## src/ufeam_pkg.sv

```systemverilog
// Operation
// RL1: Missing valid stop bit raises frame error flag.
// RL2: Frame error and mode bit stored separately.
// RL3: Flag select picks which bit 7 reaches.
// RL4: Hardware sets frame error; software clears it.
// RL5: Clean later frames never clear frame error.
// RL6: Software sets flag select around frame error access.
// RL7: Ninth bit high marks address, low marks data.
// RL8: Multiprocessor mode accepts only matching address frames.
// RL9: Multiprocessor off accepts every complete frame; the code drops a frame while the receive-done flag is still set.
// RL10: Slave sets enable, clears after own address.
// RL11: Master sends slave address before data block.
// RL12: Station address is writable eight-bit register.
// RL13: Mask zero bits are ignored in comparison.
// RL14: Broadcast address is address OR mask.
// RL15: Address and mask at A9h/B9h, reset 00h.
// RL16: Zero address and mask match every address.
// RL17: Accepted frame loads buffer, ninth bit, done flag.
// RL18: Sixteen slices per bit, vote slices 8-10; the code votes at slice counts 7, 8 and 9.
// RL19: Zero stop sample sets error regardless of acceptance.
// RL20: Software write of bit 7 sets or clears flag.
package ufeam_pkg;

  // ****************************************************************
  // Timing
  // ****************************************************************
  localparam int CLK_PERIOD_NS = 25;
  localparam int BIT_TIME_NS   = 1600;
  localparam int OVERSAMPLE    = 16;
  localparam int SAMPLE_DIV    = BIT_TIME_NS / (OVERSAMPLE * CLK_PERIOD_NS);
  localparam int BAUD_DIV      = SAMPLE_DIV * OVERSAMPLE;
  localparam logic [7:0] SAMPLE_DIV_MAX = 8'(SAMPLE_DIV - 1);
  localparam logic [7:0] BAUD_DIV_MAX   = 8'(BAUD_DIV - 1);
  localparam logic [3:0] SLICE_VOTE_A   = 4'h7;
  localparam logic [3:0] SLICE_VOTE_B   = 4'h8;
  localparam logic [3:0] SLICE_VOTE_C   = 4'h9;

  // ****************************************************************
  // Frame layout
  // ****************************************************************
  localparam logic [3:0] LAST_DATA_BIT  = 4'h7;
  localparam logic [3:0] NINTH_BIT_IDX  = 4'h8;
  localparam logic [3:0] TX_FRAME_BITS  = 4'hB;

  // ****************************************************************
  // Register indices; byte address is four times the index
  // ****************************************************************
  localparam logic [7:0] IDX_POWER_CONTROL  = 8'h87;
  localparam logic [7:0] IDX_SERIAL_CONTROL = 8'h98;
  localparam logic [7:0] IDX_SERIAL_BUFFER  = 8'h99;
  localparam logic [7:0] IDX_STATION_ADDR   = 8'hA9;
  localparam logic [7:0] IDX_STATION_MASK   = 8'hB9;
  localparam logic [7:0] STATION_RESET      = 8'h00;

  // ****************************************************************
  // Field positions
  // ****************************************************************
  localparam int SC_SHARED_BIT  = 7;
  localparam int SC_MODE1_BIT   = 6;
  localparam int SC_MPEN_BIT    = 5;
  localparam int SC_RXEN_BIT    = 4;
  localparam int SC_NINTH_BIT   = 2;
  localparam int SC_RDONE_BIT   = 0;
  localparam int PC_FLAGSEL_BIT = 6;

  // ****************************************************************
  // Modes, as {mode_select_bit0, mode bit 1}
  // ****************************************************************
  localparam logic [1:0] MODE_SYNC = 2'h0;
  localparam logic [1:0] HTRANS_NONSEQ_BIT = 2'h1;

  typedef enum {RX_IDLE, RX_START, RX_DATA, RX_STOP} ufeam_rx_state_e;

endpackage

```

## src/ufeam_link_if.sv

```systemverilog
`timescale 1ns/1ps
`default_nettype none
interface ufeam_link_if;
  logic serialLine;  // Shared serial line, idle high.
  modport device (input serialLine);
  modport master (output serialLine);
endinterface
`default_nettype wire

```

## src/ufeam_device.sv

```systemverilog
// Our own choice: the AHB-Lite slave port.
`timescale 1ns/1ps
`default_nettype none
module ufeam_device
  import ufeam_pkg::*;
(
  input  wire logic        ref_clk,        // System clock, 40 MHz.
  input  wire logic        rst,            // Synchronous reset, high.
  ufeam_link_if.device     link,           // Shared serial line.
  input  wire logic        hsel,           // AHB slave select.
  input  wire logic [31:0] haddr,          // AHB address.
  input  wire logic [1:0]  htrans,         // AHB transfer type.
  input  wire logic        hwrite,         // AHB write.
  input  wire logic [2:0]  hsize,          // AHB size, word only.
  input  wire logic [31:0] hwdata,         // AHB write data.
  input  wire logic        hready,         // AHB bus ready.
  output logic             hreadyout,      // AHB slave ready.
  output logic             hresp,          // AHB response, OKAY.
  output logic [31:0]      hrdata,         // AHB read data.
  output logic             frameErrorOut,  // Frame error flag level.
  output logic             receiveDoneOut  // Receive-done flag level.
);

  import ufeam_pkg::*;

  logic [7:0]      stationAddr_reg;
  logic [7:0]      stationMask_reg;
  logic            modeSelect0_reg;
  logic            modeBit1_reg;
  logic            mpEnable_reg;
  logic            rxEnable_reg;
  logic            flagSelect_reg;
  logic            frameError_reg;
  logic            receiveDone_reg;
  logic            ninthBit_reg;
  logic [7:0]      serialBuffer_reg;
  logic            dpWrite_reg;
  logic [31:0]     dpAddr_reg;
  logic [7:0]      tickCnt_reg;
  logic            prevLevel_reg;
  logic [3:0]      bitCnt_reg;
  logic [7:0]      rxData_reg;
  logic            rxNinth_reg;
  ufeam_rx_state_e state_reg;

  logic            sampleTick;
  logic            startEdge;
  logic            lineLevel;
  logic            bitStrobe;
  logic            bitValue;
  logic            frameDone;
  logic            nineBitMode;
  logic            givenHit;
  logic            broadcastHit;
  logic            frameAccept;
  logic [7:0]      broadcastAddr;
  logic [1:0]      mode;
  logic            addrPhase;
  logic [7:0]      wdata;

  // True when a word address selects the register with this index.
  function automatic logic isReg(input logic [31:0] a,
                                 input logic [7:0]  idx);
    isReg = (a[31:10] == 22'h0) && (a[9:2] == idx);
  endfunction

  function automatic logic [7:0] readByte(input logic [31:0] a);
    readByte = 8'h00;
    if (isReg(a, IDX_SERIAL_CONTROL)) begin
      readByte[SC_SHARED_BIT] = flagSelect_reg ? frameError_reg
                                               : modeSelect0_reg;  // see RL3
      readByte[SC_MODE1_BIT]  = modeBit1_reg;
      readByte[SC_MPEN_BIT]   = mpEnable_reg;
      readByte[SC_RXEN_BIT]   = rxEnable_reg;
      readByte[SC_NINTH_BIT]  = ninthBit_reg;
      readByte[SC_RDONE_BIT]  = receiveDone_reg;
    end else if (isReg(a, IDX_SERIAL_BUFFER)) begin
      readByte = serialBuffer_reg;
    end else if (isReg(a, IDX_POWER_CONTROL)) begin
      readByte[PC_FLAGSEL_BIT] = flagSelect_reg;
    end else if (isReg(a, IDX_STATION_ADDR)) begin
      readByte = stationAddr_reg;
    end else if (isReg(a, IDX_STATION_MASK)) begin
      readByte = stationMask_reg;
    end
  endfunction

  // ****************************************************************
  // AHB-Lite slave
  // ****************************************************************
  // Zero wait states; a read returns the state seen at its address
  // phase, so the master must not overlap a write data phase with a
  // read address phase to the same register.
  assign hreadyout = 1'b1;
  assign hresp     = 1'b0;
  assign addrPhase = hsel && hready && (htrans[1] == HTRANS_NONSEQ_BIT[0]);
  assign wdata     = hwdata[7:0];

  always_ff @(posedge ref_clk) begin
    if (rst) begin
      dpWrite_reg <= 1'b0;
      dpAddr_reg  <= 32'h0000_0000;
      hrdata      <= 32'h0000_0000;
    end else begin
      dpWrite_reg <= addrPhase && hwrite;
      if (addrPhase) begin
        dpAddr_reg <= haddr;
      end
      if (addrPhase && !hwrite) begin
        hrdata <= {24'h00_0000, readByte(haddr)};
      end
    end
  end

  // ****************************************************************
  // Software-owned control bits
  // ****************************************************************
  always_ff @(posedge ref_clk) begin
    if (rst) begin
      stationAddr_reg <= STATION_RESET;  // see RL15
      stationMask_reg <= STATION_RESET;  // see RL15
    end else if (dpWrite_reg) begin
      if (isReg(dpAddr_reg, IDX_STATION_ADDR)) begin
        stationAddr_reg <= wdata;  // see RL12
      end
      if (isReg(dpAddr_reg, IDX_STATION_MASK)) begin
        stationMask_reg <= wdata;
      end
    end
  end

  always_ff @(posedge ref_clk) begin
    if (rst) begin
      modeSelect0_reg <= 1'b0;
      modeBit1_reg    <= 1'b0;
      mpEnable_reg    <= 1'b0;
      rxEnable_reg    <= 1'b0;
      flagSelect_reg  <= 1'b0;
    end else if (dpWrite_reg) begin
      if (isReg(dpAddr_reg, IDX_SERIAL_CONTROL)) begin
        if (!flagSelect_reg) begin
          modeSelect0_reg <= wdata[SC_SHARED_BIT];  // see RL2, RL3
        end
        modeBit1_reg <= wdata[SC_MODE1_BIT];
        mpEnable_reg <= wdata[SC_MPEN_BIT];  // see RL10
        rxEnable_reg <= wdata[SC_RXEN_BIT];
      end
      if (isReg(dpAddr_reg, IDX_POWER_CONTROL)) begin
        flagSelect_reg <= wdata[PC_FLAGSEL_BIT];  // see RL6
      end
    end
  end

  // ****************************************************************
  // Flags: a hardware set in the same cycle as a clear wins
  // ****************************************************************
  always_ff @(posedge ref_clk) begin
    if (rst) begin
      frameError_reg <= 1'b0;
    end else if (frameDone && !bitValue) begin
      frameError_reg <= 1'b1;  // see RL1, RL4, RL5, RL19
    end else if (dpWrite_reg && flagSelect_reg
                 && isReg(dpAddr_reg, IDX_SERIAL_CONTROL)) begin
      frameError_reg <= wdata[SC_SHARED_BIT];  // see RL2, RL4, RL20
    end
  end

  always_ff @(posedge ref_clk) begin
    if (rst) begin
      receiveDone_reg <= 1'b0;
      ninthBit_reg    <= 1'b0;
    end else if (frameAccept) begin
      receiveDone_reg <= 1'b1;  // see RL17
      ninthBit_reg    <= nineBitMode ? rxNinth_reg : bitValue;
    end else if (dpWrite_reg && isReg(dpAddr_reg, IDX_SERIAL_CONTROL)) begin
      receiveDone_reg <= wdata[SC_RDONE_BIT];
      ninthBit_reg    <= wdata[SC_NINTH_BIT];
    end
  end

  always_ff @(posedge ref_clk) begin
    if (rst) begin
      serialBuffer_reg <= 8'h00;
    end else if (frameAccept) begin
      serialBuffer_reg <= rxData_reg;  // see RL17
    end
  end

  // ****************************************************************
  // Address recognition
  // ****************************************************************
  assign mode          = {modeSelect0_reg, modeBit1_reg};
  assign nineBitMode   = mode[1];
  assign givenHit      = ((rxData_reg ^ stationAddr_reg)
                         & stationMask_reg) == 8'h00;  // see RL13, RL16
  assign broadcastAddr = stationAddr_reg | stationMask_reg;  // see RL14
  assign broadcastHit  = (rxData_reg & broadcastAddr) == broadcastAddr;
  assign frameDone     = (state_reg == RX_STOP) && bitStrobe;

  // A full buffer drops the frame; nothing overwrites unread data.
  always_comb begin
    frameAccept = frameDone && !receiveDone_reg;
    if (mpEnable_reg) begin
      if (nineBitMode) begin
        frameAccept = frameAccept && rxNinth_reg
                    && (givenHit || broadcastHit);  // see RL7, RL8
      end else begin
        frameAccept = frameAccept && bitValue;
      end
    end  // see RL9
  end

  // ****************************************************************
  // Receiver
  // ****************************************************************
  always_ff @(posedge ref_clk) begin
    if (rst) begin
      tickCnt_reg <= 8'h00;
    end else begin
      tickCnt_reg <= sampleTick ? 8'h00 : tickCnt_reg + 8'h01;
    end
  end

  assign sampleTick = (tickCnt_reg == SAMPLE_DIV_MAX);
  assign startEdge  = sampleTick && prevLevel_reg && !lineLevel
                    && (state_reg == RX_IDLE) && rxEnable_reg
                    && (mode != MODE_SYNC);

  ufeam_sampler u_sampler (
    .ref_clk    (ref_clk),
    .rst        (rst),
    .sampleTick (sampleTick),
    .alignSlice (startEdge),
    .serialIn   (link.serialLine),
    .lineLevel  (lineLevel),
    .bitStrobe  (bitStrobe),
    .bitValue   (bitValue)
  );

  always_ff @(posedge ref_clk) begin
    if (rst) begin
      prevLevel_reg <= 1'b1;
    end else if (sampleTick) begin
      prevLevel_reg <= lineLevel;
    end
  end

  always_ff @(posedge ref_clk) begin
    if (rst) begin
      state_reg   <= RX_IDLE;
      bitCnt_reg  <= 4'h0;
      rxData_reg  <= 8'h00;
      rxNinth_reg <= 1'b0;
    end else begin
      case (state_reg)
        RX_IDLE: begin
          if (startEdge) begin
            state_reg <= RX_START;
          end
        end
        RX_START: begin
          if (bitStrobe) begin
            bitCnt_reg <= 4'h0;
            state_reg  <= bitValue ? RX_IDLE : RX_DATA;
          end
        end
        RX_DATA: begin
          if (bitStrobe) begin
            bitCnt_reg <= bitCnt_reg + 4'h1;
            if (bitCnt_reg == NINTH_BIT_IDX) begin
              rxNinth_reg <= bitValue;  // see RL7
              state_reg   <= RX_STOP;
            end else begin
              rxData_reg[bitCnt_reg[2:0]] <= bitValue;
              if (bitCnt_reg == LAST_DATA_BIT && !nineBitMode) begin
                state_reg <= RX_STOP;
              end
            end
          end
        end
        RX_STOP: begin
          // Hunting resumes from the middle of the stop bit.
          if (bitStrobe) begin
            state_reg <= RX_IDLE;
          end
        end
        default: begin
          state_reg <= RX_IDLE;
        end
      endcase
    end
  end

  assign frameErrorOut  = frameError_reg;
  assign receiveDoneOut = receiveDone_reg;

endmodule
`default_nettype wire

```

## src/ufeam_sampler.sv

```systemverilog
`timescale 1ns/1ps
`default_nettype none
module ufeam_sampler
  import ufeam_pkg::*;
(
  input  wire logic ref_clk,     // System clock.
  input  wire logic rst,         // Synchronous reset, high.
  input  wire logic sampleTick,  // One pulse per bit slice.
  input  wire logic alignSlice,  // Restart slice count on this tick.
  input  wire logic serialIn,    // Raw serial line.
  output logic      lineLevel,   // Filtered line level.
  output logic      bitStrobe,   // Pulse when a bit is voted.
  output logic      bitValue     // Voted bit, valid with strobe.
);

  logic       sync1_reg;
  logic       sync2_reg;
  logic       sync3_reg;
  logic [3:0] slice_reg;
  logic       voteA_reg;
  logic       voteB_reg;

  // ****************************************************************
  // Line synchroniser
  // ****************************************************************
  always_ff @(posedge ref_clk) begin
    if (rst) begin
      sync1_reg <= 1'b1;
      sync2_reg <= 1'b1;
      sync3_reg <= 1'b1;
      lineLevel <= 1'b1;
    end else begin
      sync1_reg <= serialIn;
      sync2_reg <= sync1_reg;
      sync3_reg <= sync2_reg;
      if (sync2_reg == sync3_reg) begin
        lineLevel <= sync3_reg;
      end
    end
  end

  // ****************************************************************
  // Slice counter and vote
  // ****************************************************************
  always_ff @(posedge ref_clk) begin
    if (rst) begin
      slice_reg <= 4'h0;
      voteA_reg <= 1'b0;
      voteB_reg <= 1'b0;
      bitStrobe <= 1'b0;
      bitValue  <= 1'b1;
    end else begin
      bitStrobe <= 1'b0;
      if (sampleTick) begin
        slice_reg <= alignSlice ? 4'h0 : slice_reg + 4'h1;
        if (!alignSlice && slice_reg == SLICE_VOTE_A) begin
          voteA_reg <= lineLevel;  // see RL18
        end
        if (!alignSlice && slice_reg == SLICE_VOTE_B) begin
          voteB_reg <= lineLevel;
        end
        if (!alignSlice && slice_reg == SLICE_VOTE_C) begin
          // Best two of three rides out a single noisy slice.
          bitValue  <= (voteA_reg & voteB_reg) | (voteA_reg & lineLevel)
                     | (voteB_reg & lineLevel);  // see RL18
          bitStrobe <= 1'b1;
        end
      end
    end
  end

endmodule
`default_nettype wire
```

## src/flat_wrapper.sv

```systemverilog
// flat-port wrapper written by rule: the top's interface ports become plain ports
module ufeam_device_flat import ufeam_pkg::*;
  (ref_clk, rst, hsel, haddr, htrans, hwrite, hsize, hwdata, hready, hreadyout, hresp, hrdata, frameErrorOut, receiveDoneOut, link_serialLine);
  ufeam_link_if link_i ();
  input  wire logic ref_clk;
  input  wire logic rst;
  input  wire logic hsel;
  input  wire logic [31:0] haddr;
  input  wire logic [1:0] htrans;
  input  wire logic hwrite;
  input  wire logic [2:0] hsize;
  input  wire logic [31:0] hwdata;
  input  wire logic hready;
  output logic hreadyout;
  output logic hresp;
  output logic [31:0] hrdata;
  output logic frameErrorOut;
  output logic receiveDoneOut;
  input wire logic [$bits(link_i.serialLine)-1:0] link_serialLine;
  assign link_i.serialLine = link_serialLine;
  ufeam_device u_core (.ref_clk(ref_clk), .rst(rst), .link(link_i), .hsel(hsel), .haddr(haddr), .htrans(htrans), .hwrite(hwrite), .hsize(hsize), .hwdata(hwdata), .hready(hready), .hreadyout(hreadyout), .hresp(hresp), .hrdata(hrdata), .frameErrorOut(frameErrorOut), .receiveDoneOut(receiveDoneOut));
endmodule
```

## config.mk

```make
export PLATFORM = sky130hd
export DESIGN_NAME = ufeam_device_flat
export DESIGN_NICKNAME = d
export VERILOG_FILES = /design/src/ufeam_pkg.sv /design/src/ufeam_link_if.sv /design/src/ufeam_device.sv /design/src/ufeam_sampler.sv /design/src/flat_wrapper.sv
export SDC_FILE = /design/constraint.sdc
export NUM_CORES = 1
export LEC_CHECK = 0
export BUFFER_PORTS_ARGS = -buffer_cell sky130_fd_sc_hd__buf_2
export CAP_MARGIN = 20
export CELL_PAD_IN_SITES_DETAIL_PLACEMENT = 1
export CELL_PAD_IN_SITES_GLOBAL_PLACEMENT = 1
export CORE_MARGIN = 1.5
export CORE_UTILIZATION = 44
export CTS_CLUSTER_DIAMETER = 80
export DETAILED_ROUTE_END_ITERATION = 8
export GPL_ROUTABILITY_DRIVEN = 0
export PLACE_DENSITY_LB_ADDON = 0.1
export SLEW_MARGIN = 20
export SYNTH_ARGS = -nofsm -noshare
export SYNTH_HDL_FRONTEND = slang
export SYNTH_SLANG_ARGS = --single-unit
```

## constraint.sdc

```tcl
create_clock -name ref_clk -period 4.1 [get_ports ref_clk]
set_input_delay 0.82 -clock ref_clk [delete_from_list [all_inputs] [get_ports ref_clk]]
set_output_delay 0.82 -clock ref_clk [all_outputs]
set_load 0.01 [all_outputs]
```

# After elaboration in Yosys (flattened, before gate mapping)
# Index checks and enable logic that the tools add are counted.
[word_totals]
out_inout_bits = 36
ramBits = 0
romBits = 0
regBits = 139
latchBits = 0
n_memories = 0
[classes]
div_mod_pow = 0
order_cmp = 2
bitwise = 12
n_addsub = 3
shifts = 0
multipliers = 0
n_mux = 37
reduce_logical = 62
n_eq_ne = 26
[op_table]
columns = ["cell", "count"]
rows = [
  ["$mux W32", 6],
  ["$pmux W32 S4", 1],
  ["$eq A8 B8 Y1 const B", 9],
  ["$eq A32 B2 Y1 const B", 2],
  ["$logic_not A32 Y1", 2],
  ["$logic_not A22 Y1", 2],
  ["$eq A32 B1 Y1 const B", 1],
  ["$eq A32 B3 Y1 const B", 1],
  ["$logic_and A1 B1 Y1", 32],
  ["$mux W8", 3],
  ["$mux W1", 18],
  ["$and A8 B8 Y8", 2],
  ["$mux W4", 4],
  ["$reduce_and A2 Y1", 7],
  ["$eq A4 B4 Y1 const B", 3],
  ["$reduce_and A3 Y1", 4],
  ["$add A4 B1 Y4 const B", 2],
  ["$add A8 B1 Y8 const B", 1],
  ["$bwmux W8", 1],
  ["$eq A4 B3 Y1 const B", 2],
  ["$eq A8 B2 Y1 const B", 1],
  ["$eq A8 B8 Y1", 1],
  ["$logic_not A8 Y1", 1],
  ["$ne A2 B2 Y1 const B", 4],
  ["18 further kinds", 32],
]

# Longest topological paths before layout
[logic_depth]
ltp_word = 9
mapped_depth = 8
ltp_nobuf = 7

# Cells and area by module
# From an unflattened synthesis, not the netlist that was laid out.
[hier_totals]
cells_unflattened = 603
hier_area_um2 = 5212.5
[modules_own_cells]
columns = ["module", "cells_per_inst", "n_inst", "area_per_inst_um2"]
rows = [
  ["ufeam_device", 550, 1, 4702.0],
  ["ufeam_sampler", 53, 1, 510.5],
]

# Least setup slack after synthesis
# No wires, ideal clock.
[synth_path]
kind = "input to register"
start = "in haddr[15]"
end = "reg u_core.hrdata[6]"
arrival_ns = 2.089
slack_ns = 1.894
required_ns = 3.983
cell_stages = 5
cell_sequence = "or4_1 nor2_1 nand4b_2 or2_0 a32o_1"
[synth_between]
elab_chain_len = 7
[synth_lines]
columns = ["element", "line", "source"]
rows = [
  ["from (decl)", "flat_wrapper.sv:8", "input wire logic [31:0] haddr;"],
  ["$logic_not A22 Y1 *", "ufeam_device.sv:64", "isReg = (a[31:10] == 22'h0) && (a[9:2] == idx);"],
  ["$logic_and A1 B1 Y1", "ufeam_device.sv:64", ""],
  ["$mux W8", "ufeam_device.sv:83", "end else if (isReg(a, IDX_STATION_MASK)) begin"],
  ["$mux W8", "ufeam_device.sv:81", "end else if (isReg(a, IDX_STATION_ADDR)) begin"],
  ["$mux W1", "ufeam_device.sv:79", "end else if (isReg(a, IDX_POWER_CONTROL)) begin"],
  ["$mux W8", "ufeam_device.sv:77", "end else if (isReg(a, IDX_SERIAL_BUFFER)) begin"],
  ["$mux W4 *", "ufeam_device.sv:69", "if (isReg(a, IDX_SERIAL_CONTROL)) begin"],
  ["to (signal assigned)", "ufeam_device.sv:110", "hrdata <= {24'h00_0000, readByte(haddr)};"],
  ["to (decl)", "ufeam_device.sv:19", "output logic [31:0] hrdata,"],
]
# Mark *: on every way between the ends. The rest lies on a longest branch, timed or not.
# A chain may end at the register's enable or synchronous reset.

# Worst setup path in the final report
[layout_path]
start = "in haddr[6]"
end = "reg u_core.hrdata[6]"
[layout_between]
elab_chain_len = 7
[layout_lines]
columns = ["element", "line"]
rows = [
  ["$eq A8 B8 Y1", "ufeam_device.sv:64"],
  ["$logic_and A1 B1 Y1", "ufeam_device.sv:64"],
  ["$mux W8", "ufeam_device.sv:83"],
  ["$mux W8", "ufeam_device.sv:81"],
  ["$mux W1", "ufeam_device.sv:79"],
  ["$mux W8", "ufeam_device.sv:77"],
  ["$mux W4 *", "ufeam_device.sv:69"],
]
# Marked as above.

==> qor.csv <==
stage,metric,value,unit
route,Remaining DRCs,0,
yosys,Synth cell types,55,
placement,IO Port Bufs,54,
route,post-route ant nets,0,
worst_setup_path,CP Launch Type,input pin,
cts,Max H-tree Level,3,
worst_setup_path,Critical Path Fanout Max,11,
power,LEAKAGE,2.25,nW
worst_setup_path,CP endpoint kind,flop,
cts,hold_buf cts,0,
cts,Root Buffer,clkbuf_16,
worst_setup_path,R2R depth,7,
yosys,Netlist Area Pre-Place,5250,sq um
route,WL/cell,15.8,microns
floorplanning,Core Area,11500,sq um
final_layout,"commonest non-fill, non-tap cells in the layout","dfxtp_1 (107), nand2_1 (88), nor2_1 (56)",
sta,Fin Hold WS,0.417,ns
floorplanning,Die X,112,microns
worst_hold_path,HP Class,reg2reg,
yosys,Synth Register Bits,107,
cts,Clock Sinks,107,
cts,Resized Gates After CTS,0,
global_route,initial antenna violation count,1,
route,initial drt markers,256,
yosys,Synth top area share,0.408,
global_route,largest net degree at the start of global routing,59,
sta,pins over their slew limit,0,
global_route,gr usage total,0.211,
floorplanning,Top Ports,111,
placement,DP Wirelength,9160,microns
cts,Post-CTS Setup Bufs,0,
sta,clock skew,0.00618,ns
worst_setup_path,Worst Setup SP,haddr[6],
cts,Clock Pin Slew Worst Setup and Hold Paths,0.07,ns
worst_setup_path,CP arrival,2.62,ns
status,outcome,"complete, no violations",
floorplanning,Initial Utilization,0.456,
power,Worst VDD drop,0.339,mV
worst_hold_path,hold depth,1,
worst_setup_path,Crit Reg-Reg Endpoint,u_core.rxData_reg[4],
final_layout,final instance area,5810,sq um
global_route,vias in the first global route,4327,
power,PD cells,362,nW/um^2
worst_hold_path,worst hold endpoint,u_core.u_sampler.sync2_reg,
job,max cap viols,0,
global_route,total gr overflow,0,
yosys,mean post-synth cell area,8.46,sq um
floorplanning,die footprint,12600,sq um
route,final wirelength,12700,microns
final_layout,nets,735,
final_layout,Area Overhead vs Synth,10.7,%
yosys,Gate Count Post-Synth,621,
yosys,ys async rst share,0,
worst_hold_path,min-delay src,u_core.u_sampler.sync1_reg,
final_layout,max FFs per register,30,
yosys,"Top FF cell, synth",dfxtp_1,
yosys,Post-synth EDFFs,0,
yosys,largest area contributor in the netlist,dfxtp_1,
sta,"Hold Vio Cnt, Final",0,
yosys,sequential-to-total area share from yosys stat,0.408,
worst_setup_path,kind of critical path,in2reg,
sta,Final min period,2.38,ns
route,DRT Pass-1 Iters,7,
yosys,"top cells by area, synth","dfxtp_1 (41%), mux2i_1 (9.0%), nand2b_1 (6.3%), nand2_1 (6.3%), a21oi_1 (4.6%)",
cts,deepest clock path buffer count,2,
floorplanning,row count,39,
cts,CTS tree,done,
sta,Slew @ Worst Pin,0.839,ns
cts,Skew-Pair Late Insertion Delay,0.35,ns
global_route,first-pass GRT wire length,21200,microns
cts,CTS buffer count,9,
placement,"Cell Area, Placed",5490,sq um
yosys,Yosys Warn Count,0,
route,via count,4251,
sta,RSZ-0062 raised after global routing,false,
sta,Max Freq,420,MHz
final_layout,share of layout cells above drive strength 1,0.129,
sta,normalized max-slew margin,0.441,
worst_setup_path,"Req. time, crit path",4.34,ns
final_layout,Filler cells,1400,
sta,setup tns final,0,ns
worst_setup_path,RR Startpoint,u_core.bitCnt_reg[1],
worst_setup_path,Reg2Reg Setup Slack,1.87,ns
sta,Final Cycle Share,0.581,
floorplanning,Die Span Y,112,microns
final_layout,"commonest non-fill, non-tap cell in the layout",dfxtp_1,
sta,# setup viols final,0,
route,vias per cell,5.29,
==> metrics by stage <==
| stage | power [mW] | util | instances | worst slack, ns |
|---|---|---|---|---|
| 6_report | 2.11 | 0.505 | 803 | 1.72 |
| 5_1_grt | 2.19 | 0.505 | 802 | 1.62 |
| 4_1_cts | 2.13 | 0.503 | 801 | 1.75 |
| 3_5_place_dp | 1.23 | 0.477 | 785 | 1.39 |
| 3_3_place_gp | 1.23 | 0.477 | 785 | 1.46 |
| 2_1_floorplan | 1.20 | - | 645 | 1.89 |
==> worst max-delay path by stage <==
stage | to | slack (ns) | cells after the start
after floorplan | u_core.hrdata[6] | 1.89 | 5
after global placement | u_core.hrdata[6] | 1.46 | 6
after detailed placement | u_core.hrdata[6] | 1.39 | 6
after CTS | u_core.hrdata[6] | 1.75 | 6
after global routing | u_core.hrdata[6] | 1.62 | 6
final | u_core.hrdata[6] | 1.72 | 6
==> power by group <==
part	switching (mW)	total [mW]	internal, mW	leakage [nW]
clock	0.387	0.896	0.509	0.146
combinational	0.0825	0.137	0.0546	1.23
sequential	0.0172	1.07	1.06	0.865
total	0.487	2.11	1.62	2.25
==> cell usage after synthesis, types with 4 or more instances <==
cell type / count
nand2_1: 88
nor4_1: 8
inv_1: 10
a21oi_1: 48
and3_1: 4
clkbuf_1: 28
xor2_1: 15
a31oi_1: 5
o31ai_1: 6
a22oi_1: 6
nor2b_1: 5
buf_4: 28
mux2i_1: 47
nand3_1: 13
ha_1: 6
nand2b_1: 53
or2_2: 4
nor3_1: 11
o21ai_0: 7
nor3b_1: 4
o21bai_1: 4
nand4_1: 8
nor2_1: 56
dfxtp_1: 107
==> critical path, stage by stage <==
cell	delay, ns
buf_2	0.28
nand4bb_1	0.20
nor2_1	0.53
nand4b_2	0.29
or2_0	0.27
a32o_1	0.22
==> layer usage <==
metal	global-route usage	share of wire	vias to the layer above
met2	0.351	0.47	67
met3	0.0556	0.044	9
li1	-	-	2141
met5	0	0	-
met4	0.0557	0.011	0
met1	0.272	0.47	2034
==> cells by family after synthesis <==
| kind of cell | count (synthesis) | share of synthesized area |
|---|---|---|
| and+or+nand+nor | 282 | 0.283 |
| DFF | 107 | 0.408 |
| muxes | 47 | 0.0895 |
| xor gates and xnor gates | 16 | 0.0267 |
| buffers and inverters | 69 | 0.0700 |
| other | 2 | 0.00143 |
| AOI/OAI and AO/OA | 91 | 0.105 |
| adders and majority gates | 7 | 0.0162 |
==> layout make-up <==
class	count	area [sq um]	share of cell area
Tap cell	143	179	0.0308
Sequential cell	107	2140	0.368
Clock inverter	3	46.3	0.00796
Timing Repair Buffer	57	313	0.0538
Inverter	10	37.5	0.00646
Multi-Input combinational cell	469	2830	0.487
Clock buffer	13	260	0.0448
Antenna cell	1	2.50	0.000430
(Power assumes the default switching activity.)
